--- src/core/hcc_regs.svh ---
/*
  Offsets, field positions, reset values and the storage unlock key
  for the host command registers.
  Assumes inclusion by bare name from core design files.
*/
// Behaviour
// - Bit 31 write one copies shadow into storage
// - Bit 30 write one reloads shadow from storage
// - Bit 29 write one clears all latched faults
// - Bit 28 write one clears lock retry counts
// - Bits 27-20 carry key unlocking storage writes
// - Heartbeat flag returns to zero automatically
// - Bits 30-16 hold 15-bit digital speed command
// - Bit 15 selects pin or register speed
// - Both registers reset to all zeros
// - Pin speed reported in 15-bit status field
`ifndef HCC_REGS_SVH
`define HCC_REGS_SVH

// ============================================================
// Register map
`define HCC_ALGO_CMD_OFS 8'hE6
`define HCC_SPEED_CTL_OFS 8'hE8
`define HCC_RESET_VALUE 32'h00000000

// ============================================================
// Fields
`define HCC_STORE_BIT 31
`define HCC_RELOAD_BIT 30
`define HCC_CLRFLT_BIT 29
`define HCC_CLRRETRY_BIT 28
`define HCC_KEY_MSB 27
`define HCC_KEY_LSB 20
`define HCC_HEARTBEAT_BIT 0
`define HCC_SPEED_MSB 30
`define HCC_SPEED_LSB 16
`define HCC_SRC_BIT 15
`define HCC_STATUS_SPEED_MSB 15
`define HCC_STATUS_SPEED_LSB 1

// ============================================================
// Storage unlock key (arbitrary value)
`define HCC_UNLOCK_KEY 8'hA5

`endif

--- src/core/hcc_pkg.sv ---
/*
  Types for the host command registers.
  Assumes nothing beyond a SystemVerilog compiler.
*/
package hcc_pkg;
  typedef logic [14:0] hcc_speed_t;

  typedef struct packed {
    logic store;
    logic reload;
    logic clr_faults;
    logic clr_retry;
    logic heartbeat;
  } hcc_pulses_t;
endpackage

--- src/core/hcc_cmd_if.sv ---
/*
  Carries decoded algorithm command writes from the register bank to
  the pulse generator and its outputs back.
  Assumes one clock domain.
*/
`timescale 1ns/1ps
interface hcc_cmd_if;
  import hcc_pkg::*;
  logic wr;
  logic [31:0] data;
  hcc_pulses_t pulses;
  logic key_bad;
  modport bank (output wr, output data, input pulses, input key_bad);
  modport gen (input wr, input data, output pulses, output key_bad);
endinterface

--- src/core/hcc_pulse_gen.sv ---
/*
  Turns an algorithm command write into one-cycle trigger pulses.
  Assumes wr is a single-cycle strobe in the clk domain.
*/
`timescale 1ns/1ps
`include "hcc_regs.svh"
module hcc_pulse_gen
  import hcc_pkg::*;
(
  // Clock and reset
  input wire logic clk,
  input wire logic sys_rst,
  // Command side
  hcc_cmd_if.gen cmd
);
  typedef struct packed {
    hcc_pulses_t pulses;
    logic key_bad;
  } hcc_gen_state_t;

  hcc_gen_state_t state_reg;
  hcc_gen_state_t state_next;
  logic key_ok;

  // ============================================================
  // Decode
  always_comb begin
    key_ok = cmd.data[`HCC_KEY_MSB:`HCC_KEY_LSB] == `HCC_UNLOCK_KEY;
    state_next = '0;
    if (cmd.wr) begin
      // Only ones act; zeros leave pulses low
      state_next.pulses.store = cmd.data[`HCC_STORE_BIT] & key_ok;
      state_next.key_bad = cmd.data[`HCC_STORE_BIT] & ~key_ok;
      state_next.pulses.reload = cmd.data[`HCC_RELOAD_BIT];
      state_next.pulses.clr_faults = cmd.data[`HCC_CLRFLT_BIT];
      state_next.pulses.clr_retry = cmd.data[`HCC_CLRRETRY_BIT];
      state_next.pulses.heartbeat = cmd.data[`HCC_HEARTBEAT_BIT];
    end
  end

  always_ff @(posedge clk) begin
    if (sys_rst) begin
      state_reg <= '0;
    end else begin
      state_reg <= state_next;
    end
  end

  assign cmd.pulses = state_reg.pulses;
  assign cmd.key_bad = state_reg.key_bad;

  // ============================================================
  // Checks
  store_key_a: assert property (@(posedge clk) disable iff (sys_rst)
    cmd.wr && cmd.data[`HCC_STORE_BIT] &&
    cmd.data[`HCC_KEY_MSB:`HCC_KEY_LSB] != `HCC_UNLOCK_KEY
    |=> !cmd.pulses.store && cmd.key_bad)
    else $error("Store accepted with wrong key");
  store_fire_a: assert property (@(posedge clk) disable iff (sys_rst)
    cmd.wr && cmd.data[`HCC_STORE_BIT] &&
    cmd.data[`HCC_KEY_MSB:`HCC_KEY_LSB] == `HCC_UNLOCK_KEY
    |=> cmd.pulses.store)
    else $error("Store not issued with right key");
endmodule

--- src/core/hcc_regs_top.sv ---
/*
  Host command register bank: algorithm command and speed control.
  Assumes a single-cycle register port on clk from the serial bus
  target, writes and reads one cycle strobes, address in bytes.
*/
`timescale 1ns/1ps
`include "hcc_regs.svh"
module hcc_regs_top
  import hcc_pkg::*;
(
  // Clock and reset
  input wire logic clk,
  input wire logic sys_rst,
  // Register port
  input wire logic reg_wr,
  input wire logic reg_rd,
  input wire logic [7:0] reg_addr,
  input wire logic [31:0] reg_wdata,
  output logic [31:0] reg_rdata,
  output logic reg_rvalid,
  // Speed inputs
  input wire logic [14:0] pin_speed,
  // Command outputs to the core
  output logic store_config_trigger,
  output logic reload_config_trigger,
  output logic clear_faults_trigger,
  output logic clear_retry_counts_trigger,
  output logic store_key_reject,
  output logic host_heartbeat_flag,
  // Speed to the core
  output logic [14:0] speed_command,
  output logic speed_source_select,
  output logic [14:0] pin_speed_status
);
  typedef struct packed {
    logic [31:0] rdata;
    logic rvalid;
    hcc_speed_t digital_speed;
    logic src_sel;
    hcc_speed_t speed_cmd;
    hcc_speed_t pin_status;
  } hcc_top_state_t;

  hcc_top_state_t state_reg;
  hcc_top_state_t state_next;
  hcc_cmd_if cmd_bus();

  // ============================================================
  // Command decode
  assign cmd_bus.wr = reg_wr && reg_addr == `HCC_ALGO_CMD_OFS;
  assign cmd_bus.data = reg_wdata;

  hcc_pulse_gen u_pulse (
    .clk(clk),
    .sys_rst(sys_rst),
    .cmd(cmd_bus)
  );

  // ============================================================
  // Register bank
  always_comb begin
    state_next = state_reg;
    state_next.rvalid = reg_rd;
    state_next.rdata = 32'h00000000;
    if (reg_wr && reg_addr == `HCC_SPEED_CTL_OFS) begin
      state_next.digital_speed =
        reg_wdata[`HCC_SPEED_MSB:`HCC_SPEED_LSB];
      state_next.src_sel = reg_wdata[`HCC_SRC_BIT];
    end
    // Speed picked by the registered select, one cycle after a write lands
    state_next.speed_cmd = state_reg.src_sel ?
      state_reg.digital_speed : pin_speed;
    state_next.pin_status = pin_speed;
    if (reg_rd) begin
      // Algorithm command is write only and reads zero
      if (reg_addr == `HCC_SPEED_CTL_OFS) begin
        state_next.rdata[`HCC_SPEED_MSB:`HCC_SPEED_LSB] =
          state_reg.digital_speed;
        state_next.rdata[`HCC_SRC_BIT] = state_reg.src_sel;
      end
    end
  end

  always_ff @(posedge clk) begin
    if (sys_rst) begin
      state_reg <= '0;
    end else begin
      state_reg <= state_next;
    end
  end

  // ============================================================
  // Outputs
  assign reg_rdata = state_reg.rdata;
  assign reg_rvalid = state_reg.rvalid;
  assign store_config_trigger = cmd_bus.pulses.store;
  assign reload_config_trigger = cmd_bus.pulses.reload;
  assign clear_faults_trigger = cmd_bus.pulses.clr_faults;
  assign clear_retry_counts_trigger = cmd_bus.pulses.clr_retry;
  assign store_key_reject = cmd_bus.key_bad;
  // Heartbeat comes from the pulse generator, so it lines up with the
  // other triggers of the same write and falls back by itself
  assign host_heartbeat_flag = cmd_bus.pulses.heartbeat;
  assign speed_command = state_reg.speed_cmd;
  assign speed_source_select = state_reg.src_sel;
  assign pin_speed_status = state_reg.pin_status;

  // ============================================================
  // Checks
  // Strobes as the properties see them, named once to keep lines short
  logic algo_wr_seen;
  logic speed_wr_seen;
  logic speed_rd_seen;
  assign algo_wr_seen = reg_wr && reg_addr == `HCC_ALGO_CMD_OFS;
  assign speed_wr_seen = reg_wr && reg_addr == `HCC_SPEED_CTL_OFS;
  assign speed_rd_seen = reg_rd && reg_addr == `HCC_SPEED_CTL_OFS;

  // ============================================================
  // Trigger checks

  // A lone write gives a pulse of exactly one cycle
  reload_pulse_a: assert property (@(posedge clk)
    disable iff (sys_rst)
    algo_wr_seen && reg_wdata[`HCC_RELOAD_BIT] ##1 !algo_wr_seen
    |-> reload_config_trigger ##1 !reload_config_trigger)
    else $error("Reload pulse wrong");

  // Fault clear follows the write by one cycle
  clear_fault_a: assert property (@(posedge clk)
    disable iff (sys_rst)
    algo_wr_seen && reg_wdata[`HCC_CLRFLT_BIT] |=> clear_faults_trigger)
    else $error("Fault clear missing");

  // Retry count clear follows the write by one cycle
  clear_retry_a: assert property (@(posedge clk)
    disable iff (sys_rst)
    algo_wr_seen && reg_wdata[`HCC_CLRRETRY_BIT]
    |=> clear_retry_counts_trigger)
    else $error("Retry clear missing");

  // No write, no trigger of any kind in the next cycle
  zero_noop_a: assert property (@(posedge clk)
    disable iff (sys_rst)
    !algo_wr_seen
    |=> !reload_config_trigger && !clear_faults_trigger
        && !store_config_trigger && !clear_retry_counts_trigger
        && !store_key_reject && !host_heartbeat_flag)
    else $error("Trigger without write");

  // A zero in the store bit never stores and never rejects
  store_zero_a: assert property (@(posedge clk)
    disable iff (sys_rst)
    algo_wr_seen && !reg_wdata[`HCC_STORE_BIT]
    |=> !store_config_trigger && !store_key_reject)
    else $error("Store acted on zero");

  // A zero in the reload bit does nothing
  reload_zero_a: assert property (@(posedge clk)
    disable iff (sys_rst)
    algo_wr_seen && !reg_wdata[`HCC_RELOAD_BIT]
    |=> !reload_config_trigger)
    else $error("Reload acted on zero");

  // A zero in the fault clear bit does nothing
  fault_zero_a: assert property (@(posedge clk)
    disable iff (sys_rst)
    algo_wr_seen && !reg_wdata[`HCC_CLRFLT_BIT]
    |=> !clear_faults_trigger)
    else $error("Fault clear acted on zero");

  // A zero in the retry clear bit does nothing
  retry_zero_a: assert property (@(posedge clk)
    disable iff (sys_rst)
    algo_wr_seen && !reg_wdata[`HCC_CLRRETRY_BIT]
    |=> !clear_retry_counts_trigger)
    else $error("Retry clear acted on zero");

  // Store and reject are two outcomes of one request, never both
  store_excl_a: assert property (@(posedge clk)
    disable iff (sys_rst)
    !(store_config_trigger && store_key_reject))
    else $error("Store and reject together");

  // A reject always traces back to a store request
  reject_cause_a: assert property (@(posedge clk)
    disable iff (sys_rst)
    store_key_reject
    |-> $past(algo_wr_seen && reg_wdata[`HCC_STORE_BIT]))
    else $error("Reject without store request");

  // ============================================================
  // Heartbeat checks

  // The flag shows for one cycle after the host sets it
  heartbeat_set_a: assert property (@(posedge clk)
    disable iff (sys_rst)
    algo_wr_seen && reg_wdata[`HCC_HEARTBEAT_BIT] |=> host_heartbeat_flag)
    else $error("Heartbeat not raised");

  // Without a new write the flag falls back by itself
  heartbeat_auto_a: assert property (@(posedge clk)
    disable iff (sys_rst)
    host_heartbeat_flag && !algo_wr_seen |=> !host_heartbeat_flag)
    else $error("Heartbeat did not self clear");

  // Writing zero to the heartbeat bit leaves the flag low
  beat_zero_a: assert property (@(posedge clk)
    disable iff (sys_rst)
    algo_wr_seen && !reg_wdata[`HCC_HEARTBEAT_BIT]
    |=> !host_heartbeat_flag)
    else $error("Heartbeat raised by zero");

  // ============================================================
  // Speed checks

  // Register speed reaches the core two cycles after the write
  speed_value_a: assert property (@(posedge clk)
    disable iff (sys_rst)
    speed_wr_seen && reg_wdata[`HCC_SRC_BIT] ##1 !speed_wr_seen
    |=> speed_command ==
      $past(reg_wdata[`HCC_SPEED_MSB:`HCC_SPEED_LSB], 2))
    else $error("Digital speed not applied");

  // With the pin source held, the pin value passes one cycle late
  source_pin_a: assert property (@(posedge clk)
    disable iff (sys_rst)
    !speed_source_select ##1 !speed_source_select
    |-> speed_command == $past(pin_speed))
    else $error("Pin speed not routed");

  // The source select takes the written bit
  select_set_a: assert property (@(posedge clk)
    disable iff (sys_rst)
    speed_wr_seen
    |=> speed_source_select == $past(reg_wdata[`HCC_SRC_BIT]))
    else $error("Source select not written");

  // The source select only moves on a write
  select_hold_a: assert property (@(posedge clk)
    disable iff (sys_rst)
    !speed_wr_seen |=> $stable(speed_source_select))
    else $error("Source select moved");

  // First edge after reset: nothing active, pin source selected
  reset_zero_a: assert property (@(posedge clk)
    $past(sys_rst) && !sys_rst
    |-> !speed_source_select && speed_command == 15'h0000
      && !host_heartbeat_flag && !reg_rvalid
      && reg_rdata == 32'h00000000)
    else $error("Reset state not zero");

  // Status copy skips the cycle that still holds the reset value
  pin_status_a: assert property (@(posedge clk)
    disable iff (sys_rst)
    !$past(sys_rst) |-> pin_speed_status == $past(pin_speed))
    else $error("Pin speed status stale");

  // ============================================================
  // Read checks

  // Every read strobe gets one answer, the next cycle
  rvalid_pulse_a: assert property (@(posedge clk)
    disable iff (sys_rst)
    reg_rd |=> reg_rvalid)
    else $error("Read not answered");

  // No answer without a read
  rvalid_idle_a: assert property (@(posedge clk)
    disable iff (sys_rst)
    !reg_rd |=> !reg_rvalid)
    else $error("Answer without read");

  // The command register and unmapped offsets read as zero
  other_read_a: assert property (@(posedge clk)
    disable iff (sys_rst)
    reg_rd && reg_addr != `HCC_SPEED_CTL_OFS
    |=> reg_rdata == 32'h00000000)
    else $error("Read of non speed offset not zero");

  // Speed control reads back select, reserved bits read zero
  speed_read_a: assert property (@(posedge clk)
    disable iff (sys_rst)
    speed_rd_seen && !speed_wr_seen
    |=> reg_rdata[`HCC_SRC_BIT] == speed_source_select
        && reg_rdata[31] == 1'b0 && reg_rdata[14:0] == 15'h0000)
    else $error("Speed control read wrong");

  // ============================================================
  // Coverage
  cov_store_c: cover property (@(posedge clk) store_config_trigger);
  cov_reject_c: cover property (@(posedge clk) store_key_reject);
  cov_digital_c: cover property (@(posedge clk) speed_source_select);
  cov_reload_c: cover property (@(posedge clk) reload_config_trigger);
  cov_beat_c: cover property (@(posedge clk) host_heartbeat_flag);
endmodule

--- config.mk ---
export PLATFORM = sky130hd
export DESIGN_NAME = hcc_regs_top
export DESIGN_NICKNAME = d
export VERILOG_FILES = /design/src/core/hcc_pkg.sv /design/src/core/hcc_cmd_if.sv /design/src/core/hcc_pulse_gen.sv /design/src/core/hcc_regs_top.sv
export VERILOG_INCLUDE_DIRS = /design/src /design/src/core
export SDC_FILE = /design/constraint.sdc
export NUM_CORES = 1
export LEC_CHECK = 0
export BUFFER_PORTS_ARGS = -buffer_cell sky130_fd_sc_hd__buf_4
export CORE_UTILIZATION = 31
export CTS_CLUSTER_SIZE = 24
export DETAILED_ROUTE_END_ITERATION = 10
export SETUP_SLACK_MARGIN = 0.5
export SLEW_MARGIN = 30
export SYNTH_ARGS = -nofsm -noshare
export SYNTH_HDL_FRONTEND = slang
export SYNTH_SLANG_ARGS = --single-unit
export TNS_END_PERCENT = 30
--- constraint.sdc ---
create_clock -name clk -period 3.1 [get_ports clk]
set_input_delay 0.155 -clock clk [delete_from_list [all_inputs] [get_ports clk]]
set_output_delay 0.155 -clock clk [all_outputs]
set_load 0.005 [all_outputs]
==> results.md <==
## Status
* **run status** completed

## Synthesis
* **post-synthesis average cell area** 10.7 sq um
* **Syn. warnings** 0
* **post-synth design cell area** 0.00289 sq mm
* **Synth Register Bits** 69
* **top area cells in the synthesized netlist** sky130_fd_sc_hd__dfxtp_1 48%, sky130_fd_sc_hd__buf_4 16%, sky130_fd_sc_hd__mux2i_1 11%, sky130_fd_sc_hd__nand2b_1 6.9%, sky130_fd_sc_hd__and2_1 4.3%
* **count of mapped cells out of synthesis** 270
* **portion of the post-synthesis area used by sequential elements** 47.8%
* **cell type with the highest aggregate area in the netlist** sky130_fd_sc_hd__dfxtp_1
* **proportion of netlist area held by the largest area contributor** 47.8%
* **number of unique standard cell types used by synthesis** 22

## Detailed routing
* **via-per-instance ratio** 4.00
* **DRC violation count after routing** 0
* **total number of vias** 1,742
* **DRT iter0 DRCs** 32
* **number of nets with antenna violations after detailed routing** 0
* **Detailed Routing Iterations Pass 1** 4
* **total wire length after detailed routing** 5.32 mm
* **Routed WL per cell** 12.2 um

## Min path
* **worst hold path type** in -> reg
* **number of stages on the worst hold path** 2

## Power and ir drop
* **cell area power density** 508 mW/mm^2
* **Psw** 0.000393 W
* **sequential fraction of design power** 51.2%
* **internal power summed over all cells** 0.00139 W
* **share of total power consumed by net switching** 22.0%
* **maximum vdd drop** 160 uV
* **logic gate share of total power** 7.8%
* **Leak** 1.52 nW
* **share of total power in the clock network** 40.9%

## Timing
* **RSZ-0062 raised after global routing** false
* **final worst clock skew** 6.81 ps
* **Pins Over Slew Limit** 0
* **Final setup violation count** 0
* **fraction of the cycle the final worst path needs** 45.7%
* **final hold violation count** 0
* **time the worst path needs with I/O delays and setup** 1420 ps
* **Slew @ Worst Pin** 898 ps
* **final-layout setup total negative slack** 0 ps
* **normalized max-slew margin** 39.9%
* **Fmax achieved** 706 MHz

## Layout
* **number of diodes added for antenna fixing** 0
* **final core utilization** 39.5%
* **number of flip-flops in the largest register** 16
* **number of nets in the final layout** 382
* **relative area change from synthesis to final layout** 21.4%
* **fin cells** 436
* **share of layout cells above drive strength 1** 36.9%

## Place
* **gpl congestion** 0.736
* **total instance count after detailed placement** 419
* **number of port buffers** 98
* **post-DP HPWL** 3.70 mm

## Worst setup path
* **Crit path depth** 1
* **cell depth of the worst flop-to-flop path** 2
* **category of cells accounting for the largest share of critical-path delay** flip-flops
* **sort of element at the end of the critical path** output port
* **required time of the critical path** 2940 ps
* **crit start category** flip-flop
* **critical path class** reg -> out
* **maximum fanout encountered on the critical timing path** 18
* **cell at the slowest stage of the critical path** sky130_fd_sc_hd__dfxtp_2
* **Worst EP arrival** 1260 ps
* **buffers plus inverters on the worst setup path** 1
* **delay of the slowest cell on the worst path** 720 ps
* **critical path cell sequence** buf_4

## Die
* **Core Region** 0.00889 sq mm
* **overall die area** 0.00972 sq mm
* **standard-cell row count** 34
* **Starting Density** 32.5%
* **I/O pin count** 129
* **die boundary height** 98.6 um
* **die width** 98.6 um

## Clock network
* **later-pin clock latency in the skew report** 330 ps
* **clock root buffer master** sky130_fd_sc_hd__clkbuf_8
* **post-cts resize count** 0
* **deepest level of the CTS H-tree** 3
* **number of buffers created by CTS** 9
* **CTS tree** built
* **number of sinks driven by the clock tree** 69
* **maximum clock path buffer count** 2
* **post-CTS clock slew at the launch and capture registers of the worst setup and hold paths** 70 ps

## GRT
* **initial antenna violation count** 0
* **total routing resource utilization after global routing** 11.4%
* **pin count of the biggest net entering global routing** 66
* **number of global-route vias before repair** 1,730
* **global-route wire length before repair** 8.31 mm
* **gr ovfl total** 0

## Run
* **number of violations of the max-capacitance limit** 0

-- cells in the final DEF, fill, tap and decap left out, types with 2 or more instances in the layout --
cell type,instances
sky130_fd_sc_hd__buf_4,99
sky130_fd_sc_hd__nor4bb_1,2
sky130_fd_sc_hd__conb_1,16
sky130_fd_sc_hd__dfxtp_1,68
sky130_fd_sc_hd__mux2i_1,31
sky130_fd_sc_hd__nor2b_1,16
sky130_fd_sc_hd__and2_1,20
sky130_fd_sc_hd__nor2_1,15
sky130_fd_sc_hd__clkbuf_8,10
sky130_fd_sc_hd__nand4bb_4,2
sky130_fd_sc_hd__nand2b_1,32
sky130_fd_sc_hd__clkinv_4,2
-- synth_stat cells --
| library cell | instances |
|---|---|
| sky130_fd_sc_hd__nor4b_2 | 1 |
| sky130_fd_sc_hd__buf_2 | 4 |
| sky130_fd_sc_hd__nor2_1 | 15 |
| sky130_fd_sc_hd__bufinv_8 | 1 |
| sky130_fd_sc_hd__nor4bb_1 | 2 |
| sky130_fd_sc_hd__and3_1 | 1 |
| sky130_fd_sc_hd__dfxtp_1 | 69 |
| sky130_fd_sc_hd__nand4bb_1 | 1 |
| sky130_fd_sc_hd__nor3_4 | 1 |
| sky130_fd_sc_hd__nand4bb_4 | 2 |
| sky130_fd_sc_hd__buf_4 | 62 |
| sky130_fd_sc_hd__and2_1 | 20 |
| sky130_fd_sc_hd__buf_12 | 1 |
| sky130_fd_sc_hd__conb_1 | 1 |
| sky130_fd_sc_hd__nand4b_1 | 1 |
| sky130_fd_sc_hd__nor4b_4 | 1 |
| sky130_fd_sc_hd__clkbuf_1 | 6 |
| sky130_fd_sc_hd__and4_1 | 1 |
| sky130_fd_sc_hd__mux2i_1 | 31 |
| sky130_fd_sc_hd__nor2b_1 | 16 |
| sky130_fd_sc_hd__nand2_1 | 1 |
| sky130_fd_sc_hd__nand2b_1 | 32 |
-- final cells by class --
type / instances / area, sq um
fillers: 864 / 5380
well taps: 108 / 135
clock inverters: 5 / 60.1
repair buffers: 100 / 753
clock buffers: 11 / 141
inverters: 1 / 17.5
flip-flops and latches: 69 / 1380
multi-input cells: 142 / 1020
-- kinds of logic (layout without fill, tap and decap cells) --
logic type	after synthesis	count (layout)	share of synthesized area [%]
buffers and inverters	74	117	18.9
muxes	31	31	10.7
other	1	16	0.130
DFF	69	69	47.8
and+or+nand+nor	95	95	22.5
-- metrics by stage --
stage                     power, W  cell area (sq um)  hold slack, ps  worst slack [ps]
after global placement     0.00107               3300             356              1430
after floorplan            0.00103               2950             277              1880
after detailed placement   0.00108               3300             370              1410
final                      0.00178               3510            34.1              1680
after CTS                  0.00182               3510            5.29              1610
after global routing       0.00187               3510            9.76              1580
-- worst reg2reg max path, delay by kind of cell, from the launching register on --
family / cells / cell delay [ps]
DFF: 1 / 720
muxes: 1 / 260
and+or+nand+nor: 1 / 60
-- metal layers --
metal / up-vias / global-route usage [%] / share of wire, % / wire length (um)
met5: - / 0 / 0 / 0
met4: 0 / 7.58 / 1.7 / 88
met3: 5 / 3.62 / 5.1 / 273
met2: 64 / 17.9 / 49 / 2620
met1: 791 / 13.4 / 44 / 2340
li1: 882 / - / - / -
-- power groups by stage --
stage / sequential (W) / clock (W) / combinational [W]
6_report: 0.000913 / 0.000730 / 0.000140
5_1_grt: 0.000915 / 0.000801 / 0.000154
4_1_cts: 0.000914 / 0.000763 / 0.000142
3_5_place_dp: 0.000934 / 0 / 0.000141
3_3_place_gp: 0.000934 / 0 / 0.000140
2_1_floorplan: 0.000932 / 0 / 0.0000966
-- final timing paths --
check                                   startpoint                               end  slack, ps
setup / recovery  speed_source_select$_SDFFE_PP0P_               speed_source_select       1680
hold / removal                       reg_wdata[30]  u_pulse.cmd.pulses[3]$_SDFF_PP0_         30
setup reg to reg  speed_source_select$_SDFFE_PP0P_       speed_command[3]$_SDFF_PP0_       1940
hold reg to reg         state_reg[40]$_SDFFE_PP0P_          reg_rdata[25]$_SDFF_PP0_        490
-- repair_timing --
item | 4_1_cts | 5_1_grt
endpoints found under the hold margin | 1 | 0
hold buffers | 1 | 0
setup buffers | 0 | 0
Power figures use the tool's default switching activity.
